==> src/pkg/slot_ctrl_pkg.sv <==
// slot_ctrl_pkg: register indices, field positions, reset values and codes
// for the two-slot power and interrupt control block.
// assumes a 32-bit AHB-Lite register bus; byte address = 4 * index.
`default_nettype none
package slot_ctrl_pkg;
  localparam int SLOTS = 2;
  localparam int IDX_W = 8;
  // register indices, slot A in [0], slot B in [1]
  localparam logic [1:0][7:0] IDX_SC = {8'h44, 8'h04}; // status change
  localparam logic [1:0][7:0] IDX_VC = {8'h57, 8'h17}; // voltage control
  localparam logic [1:0][7:0] IDX_GC = {8'h5E, 8'h1E}; // global control
  localparam logic [1:0][7:0] IDX_MC = {8'h66, 8'h26}; // memory strobe ctl
  // voltage control fields
  localparam int VC_PD_SEL = 7;
  localparam int VC_SENSE1 = 4;
  localparam int VC_SENSE0 = 3;
  localparam int VC_THRESH = 2;
  localparam int VC_SUP_HI = 1;
  localparam int VC_SUP_LO = 0;
  localparam logic [7:0] VC_WMASK = 8'h87;
  // global control fields
  localparam int GC_PULSE = 3;
  localparam int GC_W1C = 2;
  localparam int GC_LEVEL = 1;
  localparam int GC_PD_EN = 0;
  localparam logic [7:0] GC_WMASK = 8'h0F;
  // memory strobe control fields
  localparam int MC_INHIBIT = 0;
  localparam int MC_WIDE = 7;
  localparam logic [7:0] MC_WMASK = 8'h81;
  // status change width
  localparam int SC_W = 4;
  // reset values
  localparam logic [7:0] VC_RST = 8'h00;
  localparam logic [7:0] GC_RST = 8'h00;
  localparam logic [7:0] MC_RST = 8'h00;
  localparam logic [3:0] SC_RST = 4'h0;
  // supply codes
  localparam logic [1:0] SUP_5V0 = 2'b10;
  localparam logic [1:0] SUP_3V3 = 2'b11;
endpackage
`default_nettype wire

==> src/hdl/strobe_sync.sv <==
// strobe_sync: card write / output-enable strobe path for one slot.
// assumes host strobes are active low and synchronous to clk, and that
// busClkFall is a one-cycle pulse at each falling host bus clock edge.
`timescale 1ns/100ps
`default_nettype none
module strobe_sync
(
  input wire logic clk,
  input wire logic rst_b,
  input wire logic enable,
  input wire logic busClkFall,
  input wire logic bypass,
  input wire logic memWrite_b,
  input wire logic memRead_b,
  output logic cardWe_b,
  output logic cardOe_b
);
  logic weSync_q;
  logic oeSync_q;

  // one synchroniser stage taken at the host clock falling edge
  always_ff @(posedge clk or negedge rst_b)
  begin
    if (!rst_b)
    begin
      weSync_q <= 1'b1;
      oeSync_q <= 1'b1;
    end
    else if (enable && busClkFall)
    begin
      weSync_q <= memWrite_b;
      oeSync_q <= memRead_b;
    end
  end

  // bypass is a straight path so the 8-bit case adds no latency
  assign cardWe_b = bypass ? memWrite_b : weSync_q;
  assign cardOe_b = bypass ? memRead_b : oeSync_q;
endmodule
`default_nettype wire

==> src/hdl/slot_power_and_interrupt_control.sv <==
// slot_power_and_interrupt_control: per-slot voltage, global and status
// change registers of a two-slot card adapter, over AHB-Lite.
// assumes one AHB-Lite master, word transfers, all pins synchronous to clk.
// Behaviour
// - 16-bit window, inhibit 0: strobes pass one sync stage at host fall
// - inhibit 1 or 8-bit window: strobes follow host strobes directly
// - power-down select set while power-down enabled enters power-down
// - power-down halts logic; voltage control stays readable and writable
// - voltage control bits 4 and 3 show sense inputs 1 and 0
// - voltage control bit 2 drives the 5 V TTL threshold select
// - supply code 10 raises 5 V enable, 11 raises 3.3 V enable
// - global bit 3 gives pulse interrupts only in edge mode
// - in write-one-to-clear mode writing 1 clears flag and interrupt
// - disabled status sources clear their flag and interrupt outside power-down
// - global bit 1 selects level (1) or edge (0) interrupt signalling
// - global bit 0 permits power-down; 0 forbids it
//
// The implementer's own choice: register access over AHB-Lite.
`timescale 1ns/100ps
`default_nettype none
module slot_power_and_interrupt_control
#(
  parameter int NSLOT = 2
)
(
  input wire logic clk,
  input wire logic rst_b,
  input wire logic ce,
  input wire logic hsel,
  input wire logic [31:0] haddr,
  input wire logic [1:0] htrans,
  input wire logic hwrite,
  input wire logic [2:0] hsize,
  input wire logic [31:0] hwdata,
  input wire logic hready,
  output logic hreadyout,
  output logic hresp,
  output logic [31:0] hrdata,
  input wire logic hostBusClock,
  input wire logic hostMemoryWriteStrobe_b,
  input wire logic hostMemoryReadStrobe_b,
  input wire logic [NSLOT-1:0] hostSlotHit,
  output logic [NSLOT-1:0] cardWriteEnable_b,
  output logic [NSLOT-1:0] cardOutputEnable_b,
  input wire logic [NSLOT-1:0] voltageSenseInput1,
  input wire logic [NSLOT-1:0] voltageSenseInput0,
  output logic [NSLOT-1:0] threshold5v,
  output logic [NSLOT-1:0] supply5vEnable,
  output logic [NSLOT-1:0] supply3v3Enable,
  output logic [NSLOT-1:0] powerDown,
  input wire logic [NSLOT-1:0][3:0] statusEvent,
  input wire logic [NSLOT-1:0][3:0] statusSourceEnable,
  output logic [NSLOT-1:0] hostIrq
);
  logic [NSLOT-1:0][7:0] vc_q;
  logic [NSLOT-1:0][7:0] gc_q;
  logic [NSLOT-1:0][7:0] mc_q;
  logic [NSLOT-1:0][3:0] sc_q;
  logic [NSLOT-1:0][3:0] sc_d;
  logic [NSLOT-1:0] irq_q;
  logic [NSLOT-1:0] irq_d;
  logic [NSLOT-1:0] pd;
  logic dRead_q;
  logic dWrite_q;
  logic rdWait_q;
  logic [7:0] dIdx_q;
  logic [31:0] rdata_q;
  logic [31:0] rdMux;
  logic busClk_q;
  logic busClkFall;
  logic addrTake;
  logic rdFire;
  logic wrFire;
  logic [7:0] wbyte;

  // address phase accepted only on an active transfer with hready high
  assign addrTake = hsel && htrans[1] && hready;
  // a read takes one wait state so its data and side effect come from flops
  assign rdFire = dRead_q && !rdWait_q;
  assign wrFire = dWrite_q;
  assign wbyte = hwdata[7:0];
  assign hreadyout = !rdFire;
  assign hresp = 1'b0;
  assign hrdata = rdata_q;

  // bus data-phase tracking
  always_ff @(posedge clk or negedge rst_b)
  begin
    if (!rst_b)
    begin
      dRead_q <= 1'b0;
      dWrite_q <= 1'b0;
      rdWait_q <= 1'b0;
      dIdx_q <= 8'h00;
    end
    else if (ce)
    begin
      if (rdFire)
        rdWait_q <= 1'b1;
      else if (hreadyout)
      begin
        dRead_q <= addrTake && !hwrite;
        dWrite_q <= addrTake && hwrite;
        dIdx_q <= haddr[9:2];
        rdWait_q <= 1'b0;
      end
    end
  end

  // read multiplexer; unmapped indices read as zero
  always_comb
  begin
    rdMux = 32'h0000_0000;
    for (int s = 0; s < NSLOT; s++)
    begin
      if (dIdx_q == slot_ctrl_pkg::IDX_VC[s])
      begin
        rdMux[7:0] = vc_q[s] & slot_ctrl_pkg::VC_WMASK;
        rdMux[slot_ctrl_pkg::VC_SENSE1] = voltageSenseInput1[s];
        rdMux[slot_ctrl_pkg::VC_SENSE0] = voltageSenseInput0[s];
      end
      if (dIdx_q == slot_ctrl_pkg::IDX_GC[s])
        rdMux[7:0] = gc_q[s];
      if (dIdx_q == slot_ctrl_pkg::IDX_MC[s])
        rdMux[7:0] = mc_q[s];
      if (dIdx_q == slot_ctrl_pkg::IDX_SC[s])
        rdMux[3:0] = sc_q[s];
    end
  end

  // read data register, loaded in the wait cycle
  always_ff @(posedge clk or negedge rst_b)
  begin
    if (!rst_b)
      rdata_q <= 32'h0000_0000;
    else if (ce && rdFire)
      rdata_q <= rdMux;
  end

  // voltage control keeps working in power-down so software can leave it
  always_ff @(posedge clk or negedge rst_b)
  begin
    if (!rst_b)
      vc_q <= {NSLOT{slot_ctrl_pkg::VC_RST}};
    else if (ce && wrFire)
    begin
      for (int s = 0; s < NSLOT; s++)
        if (dIdx_q == slot_ctrl_pkg::IDX_VC[s])
          vc_q[s] <= wbyte & slot_ctrl_pkg::VC_WMASK;
    end
  end

  // global and strobe control registers halt with their slot
  always_ff @(posedge clk or negedge rst_b)
  begin
    if (!rst_b)
    begin
      gc_q <= {NSLOT{slot_ctrl_pkg::GC_RST}};
      mc_q <= {NSLOT{slot_ctrl_pkg::MC_RST}};
    end
    else if (ce && wrFire)
    begin
      for (int s = 0; s < NSLOT; s++)
      begin
        if (dIdx_q == slot_ctrl_pkg::IDX_GC[s] && !pd[s])
          gc_q[s] <= wbyte & slot_ctrl_pkg::GC_WMASK;
        if (dIdx_q == slot_ctrl_pkg::IDX_MC[s] && !pd[s])
          mc_q[s] <= wbyte & slot_ctrl_pkg::MC_WMASK;
      end
    end
  end

  // power-down needs both select and enable; order is software's job
  always_comb
  begin
    for (int s = 0; s < NSLOT; s++)
      pd[s] = vc_q[s][slot_ctrl_pkg::VC_PD_SEL] &&
              gc_q[s][slot_ctrl_pkg::GC_PD_EN];
  end
  assign powerDown = pd;

  // pins driven straight from voltage control bits
  always_comb
  begin
    for (int s = 0; s < NSLOT; s++)
    begin
      threshold5v[s] = vc_q[s][slot_ctrl_pkg::VC_THRESH];
      supply5vEnable[s] = vc_q[s][1:0] == slot_ctrl_pkg::SUP_5V0;
      supply3v3Enable[s] = vc_q[s][1:0] == slot_ctrl_pkg::SUP_3V3;
    end
  end

  // status change next state: set beats clear, disabled sources drop out
  always_comb
  begin
    for (int s = 0; s < NSLOT; s++)
    begin
      logic [3:0] clr;
      logic [3:0] set;
      clr = 4'h0;
      set = statusEvent[s] & statusSourceEnable[s];
      if (wrFire && dIdx_q == slot_ctrl_pkg::IDX_SC[s] &&
          gc_q[s][slot_ctrl_pkg::GC_W1C])
        clr = wbyte[3:0];
      if (rdFire && dIdx_q == slot_ctrl_pkg::IDX_SC[s] &&
          !gc_q[s][slot_ctrl_pkg::GC_W1C])
        clr = 4'hF;
      sc_d[s] = ((sc_q[s] & ~clr) | set) & statusSourceEnable[s];
    end
  end

  // interrupt: level follows pending; pulse marks a fresh flag only
  always_comb
  begin
    for (int s = 0; s < NSLOT; s++)
    begin
      if (!gc_q[s][slot_ctrl_pkg::GC_LEVEL] &&
          gc_q[s][slot_ctrl_pkg::GC_PULSE])
        irq_d[s] = |(sc_d[s] & ~sc_q[s]);
      else
        irq_d[s] = |sc_d[s];
    end
  end

  // status and interrupt state, frozen in power-down
  always_ff @(posedge clk or negedge rst_b)
  begin
    if (!rst_b)
    begin
      sc_q <= {NSLOT{slot_ctrl_pkg::SC_RST}};
      irq_q <= '0;
    end
    else if (ce)
    begin
      for (int s = 0; s < NSLOT; s++)
        if (!pd[s])
        begin
          sc_q[s] <= sc_d[s];
          irq_q[s] <= irq_d[s];
        end
    end
  end
  assign hostIrq = irq_q;

  // host bus clock is synchronous; keep last level for falling edge
  always_ff @(posedge clk or negedge rst_b)
  begin
    if (!rst_b)
      busClk_q <= 1'b0;
    else if (ce)
      busClk_q <= hostBusClock;
  end
  assign busClkFall = busClk_q && !hostBusClock;

  // one strobe path per slot; only a hit slot sees the host strobes
  for (genvar g = 0; g < NSLOT; g++)
  begin : gSlot
    strobe_sync strobe_sync_inst
    (
      .clk(clk),
      .rst_b(rst_b),
      .enable(ce && !pd[g]),
      .busClkFall(busClkFall),
      .bypass(mc_q[g][slot_ctrl_pkg::MC_INHIBIT] ||
              !mc_q[g][slot_ctrl_pkg::MC_WIDE]),
      .memWrite_b(hostMemoryWriteStrobe_b || !hostSlotHit[g]),
      .memRead_b(hostMemoryReadStrobe_b || !hostSlotHit[g]),
      .cardWe_b(cardWriteEnable_b[g]),
      .cardOe_b(cardOutputEnable_b[g])
    );
  end
endmodule
`default_nettype wire

==> config.mk <==
export PLATFORM = sky130hd
export DESIGN_NAME = slot_power_and_interrupt_control
export DESIGN_NICKNAME = d
export VERILOG_FILES = /design/src/pkg/slot_ctrl_pkg.sv /design/src/hdl/strobe_sync.sv /design/src/hdl/slot_power_and_interrupt_control.sv
export SDC_FILE = /design/constraint.sdc
export NUM_CORES = 1
export LEC_CHECK = 0
export BUFFER_PORTS_ARGS = -buffer_cell sky130_fd_sc_hd__buf_2
export CORE_ASPECT_RATIO = 0.75
export CORE_MARGIN = 10
export CORE_UTILIZATION = 47
export DETAILED_ROUTE_END_ITERATION = 7
export PLACE_DENSITY = 0.8
export SKIP_LAST_GASP = 1
export SLEW_MARGIN = 5
export SYNTH_ARGS = -nofsm -noshare
export SYNTH_HDL_FRONTEND = slang
export SYNTH_HIERARCHICAL = 1
export SYNTH_SLANG_ARGS = --single-unit
export TNS_END_PERCENT = 100
==> constraint.sdc <==
create_clock -name clk -period 1.9 [get_ports clk]
set_input_delay 0.095 -clock clk [delete_from_list [all_inputs] [get_ports clk]]
set_output_delay 0.095 -clock clk [all_outputs]
set_load 0.005 [all_outputs]
==> flow_summary.toml <==
[power]
ir_drop_v = 0.000454
p_leak_nw = 1.83
p_per_area_nw_per_um2 = 693

[sta]
setup_viol = 0
hold_viol = 0
hold_slack_ns = 0.00674
finClkSkew_ns = 0.00852
fin_crit_ns = 1.84
maxSlewViolCount = 0
rsz0062_at_grt = "true"
max_freq_mhz = 544
finalWorstSetupSlack_ns = 0.0602
finalCritPeriodShare_pct = 96.8

[final_layout]
num-nets-final = 501
fill_cells = 556
multi_input_area_sq_um = 1700
final_common_cell = "buf_2"
stdcell_count = 483
final_layout_size_suffix_gt1_share_pct = 36.6
antenna_cells = 0
final_cell_mix = "buf_2 (65), dfrtp_1 (48), conb_1 (27)"
syn2layout_area_growth_pct = 17.8
seqCellArea_sq_um = 1310

[die]
dieWidth_microns = 115
num_rows = 25
dieArea_sq_um = 10500
die_h_microns = 91.5
ioPinCount = 148
coreArea_sq_um = 6440
initial_core_util_pct = 49.7

[cts]
worstSkewPairLatency_ns = 0.31
cts_setup_buffers = 0
h-tree-depth = 2
clkTransAtPathRegs_ns = 0.10
root_buffer = "clkbuf_8"
cts_made_buffers = 5
cts_sinks = 52
clockBufferDepth = 2
cts_tree = "done"

[logic_synthesis]
synth_edf_count = 0
synth_area_sq_um = 3200
seq_area_frac_synth_pct = 40.8
synth_warnings = 6
async_flop_share_pct = 100
synth.lib_cells_used.distinct = 64
ys_ff_latch = 52
postSynthAreaPerCell_sq_um = 10.1
netlist_instances = 318
synth_ff_type = "dfrtp_1"

[setup_path]
slowest_stage = "dfrtp_1"
critical_path_class = "register to register"
crit_fanout = 6
ff2ff_path_depth = 4
slowest_delay_ns = 0.46
critical-path-top-delay-family = "simple AND/OR/NAND/NOR gates"
rrSetupSlack_ns = 0.06
reg2reg_to = "vc_q[1]"
worstPathArrival_ns = 2.04
crit_chain = "and2b_1 -> nand2_1 -> or3_4 -> mux2_2"
worstSetupStartpointType = "register"
crit_buf_inv = 0
required_ns = 2.10
critPathCaptureType = "register"
worstReg2RegStart = "dIdx_q[5]"

[min_path]
min_path_type = "primary input to register"
min_from = "haddr[9]"
hold_depth = 2
hold_end = "dIdx_q[7]"

[detailed_routing]
vias = 2706
drc = 0
ant_nets = 0
drt-initial-drc-count = 207
drt-total-wl_microns = 8750
viasPerCell = 5.60
firstDrtPassIters = 5
wl_per_cell_microns = 18.1

[global_route]
grt-ovfl-total = 0
grt_max_degree = 26
grt_pass1_wl_microns = 13800
antenna_found_initial = 0
grt_pass1_vias = 2722
track_usage_pct = 15.9

[placement]
port_buffers = 65
placedCellCount = 470
dp_slack_ns = 0.0746
dp_hpwl_microns = 7070
gp_congestion = 0.983

[flow_run]
maxCapViolCount = 0

[outcome]
status = "finished, final reports clean"
-- synth_stat cells (all sizes together), types with 3 or more instances --
| master | count | area (sq um) |
|---|---|---|
| a22oi | 5 | 37.5 |
| dfstp | 4 | 105 |
| a21oi | 18 | 90.1 |
| and2 | 4 | 25.0 |
| and3 | 11 | 70.1 |
| o21ai | 14 | 73.8 |
| or3 | 3 | 28.8 |
| mux2 | 37 | 447 |
| a22o | 3 | 26.3 |
| clkbuf | 4 | 15.0 |
| inv | 7 | 26.3 |
| nand3 | 13 | 77.6 |
| nand4 | 3 | 25.0 |
| o22ai | 7 | 43.8 |
| o221ai | 3 | 26.3 |
| nor2 | 17 | 63.8 |
| a31oi | 4 | 25.0 |
| nand2 | 26 | 103 |
| and2b | 5 | 38.8 |
| nand2b | 10 | 62.6 |
| buf | 35 | 267 |
| dfrtp | 48 | 1200 |
| nor2b | 5 | 31.3 |
-- report_power, final --
part	leakage [nW]	switching [mW]	internal, mW	total [mW]
clock network	0.0541	0.387	0.390	0.778
registers	0.653	0.107	1.22	1.33
logic	1.13	0.254	0.250	0.504
total	1.83	0.748	1.86	2.61
-- flip-flops by register name, summed over array words and instances (netlist names), 2 cells and up --
register,flops
dIdx_q,8
gc_q,8
sc_q,8
hrdata,6
vc_q,6
mc_q,4
gSlot.strobe_sync_inst/oeSync_q,2
gSlot.strobe_sync_inst/weSync_q,2
hostIrq,2
threshold5v,2
-- metal layers --
| metal | part of all wire (%) | track usage, % |
|---|---|---|
| met5 | 0 | 0 |
| met3 | 8.4 | 5.19 |
| met2 | 48 | 25.1 |
| met1 | 43 | 20.4 |
| met4 | 1.2 | 3.60 |
-- cell families after synthesis --
family	Yosys count	synth area share, %
AND/OR/NAND/NOR	107	19.7
other	1	0.117
multiplexers	38	14.3
AO/OA/AOI/OAI	72	15.1
buffers and inverters	47	9.77
flip-flops	52	40.8
XOR/XNOR	1	0.274
-- worst max path at each step --
| stage | from | endpoint | slack (ns) | cells past startpoint |
|---|---|---|---|---|
| after global placement | dIdx_q[0] | hostIrq[1] | 0.09 | 5 |
| final | dIdx_q[5] | vc_q[1] | 0.06 | 4 |
| after CTS | dIdx_q[0] | hostIrq[1] | 0.06 | 5 |
| after floorplan | vc_q[15] | gc_q[10] | 0.20 | 8 |
| after detailed placement | dIdx_q[0] | hostIrq[1] | 0.07 | 5 |
| after global routing | dIdx_q[7] | gc_q[10] | -0.004 | 5 |
-- what timing repair did --
item                                   CTS  global route
hold buffers                             3             2
endpoints found under the hold margin   29             2
resized for setup                        0             4
setup endpoints to repair                0             8
-- stage by stage --
stage / utilization, % / total power, mW / TNS (ns) / instance area, sq um
final: 58.5 / 2.61 / 0 / 3770
after global routing: 58.5 / 2.74 / -0.00604 / 3770
after CTS: 57.9 / 2.62 / 0 / 3730
after detailed placement: 55.7 / 1.84 / 0 / 3590
after global placement: 55.7 / 1.81 / 0 / 3590
after floorplan: - / 1.65 / 0 / 3300
-- final cells by class --
cell class / instances / share of cell area, %
Clock inverter: 3 / 1.13
Clock buffer: 5 / 1.82
Multi-Input combinational cell: 245 / 45.2
Inverter: 8 / 0.829
Timing Repair Buffer: 89 / 13.7
Sequential cell: 52 / 34.6
Tap cell: 81 / 2.69
No activity file was read; power rests on OpenSTA's default activity.
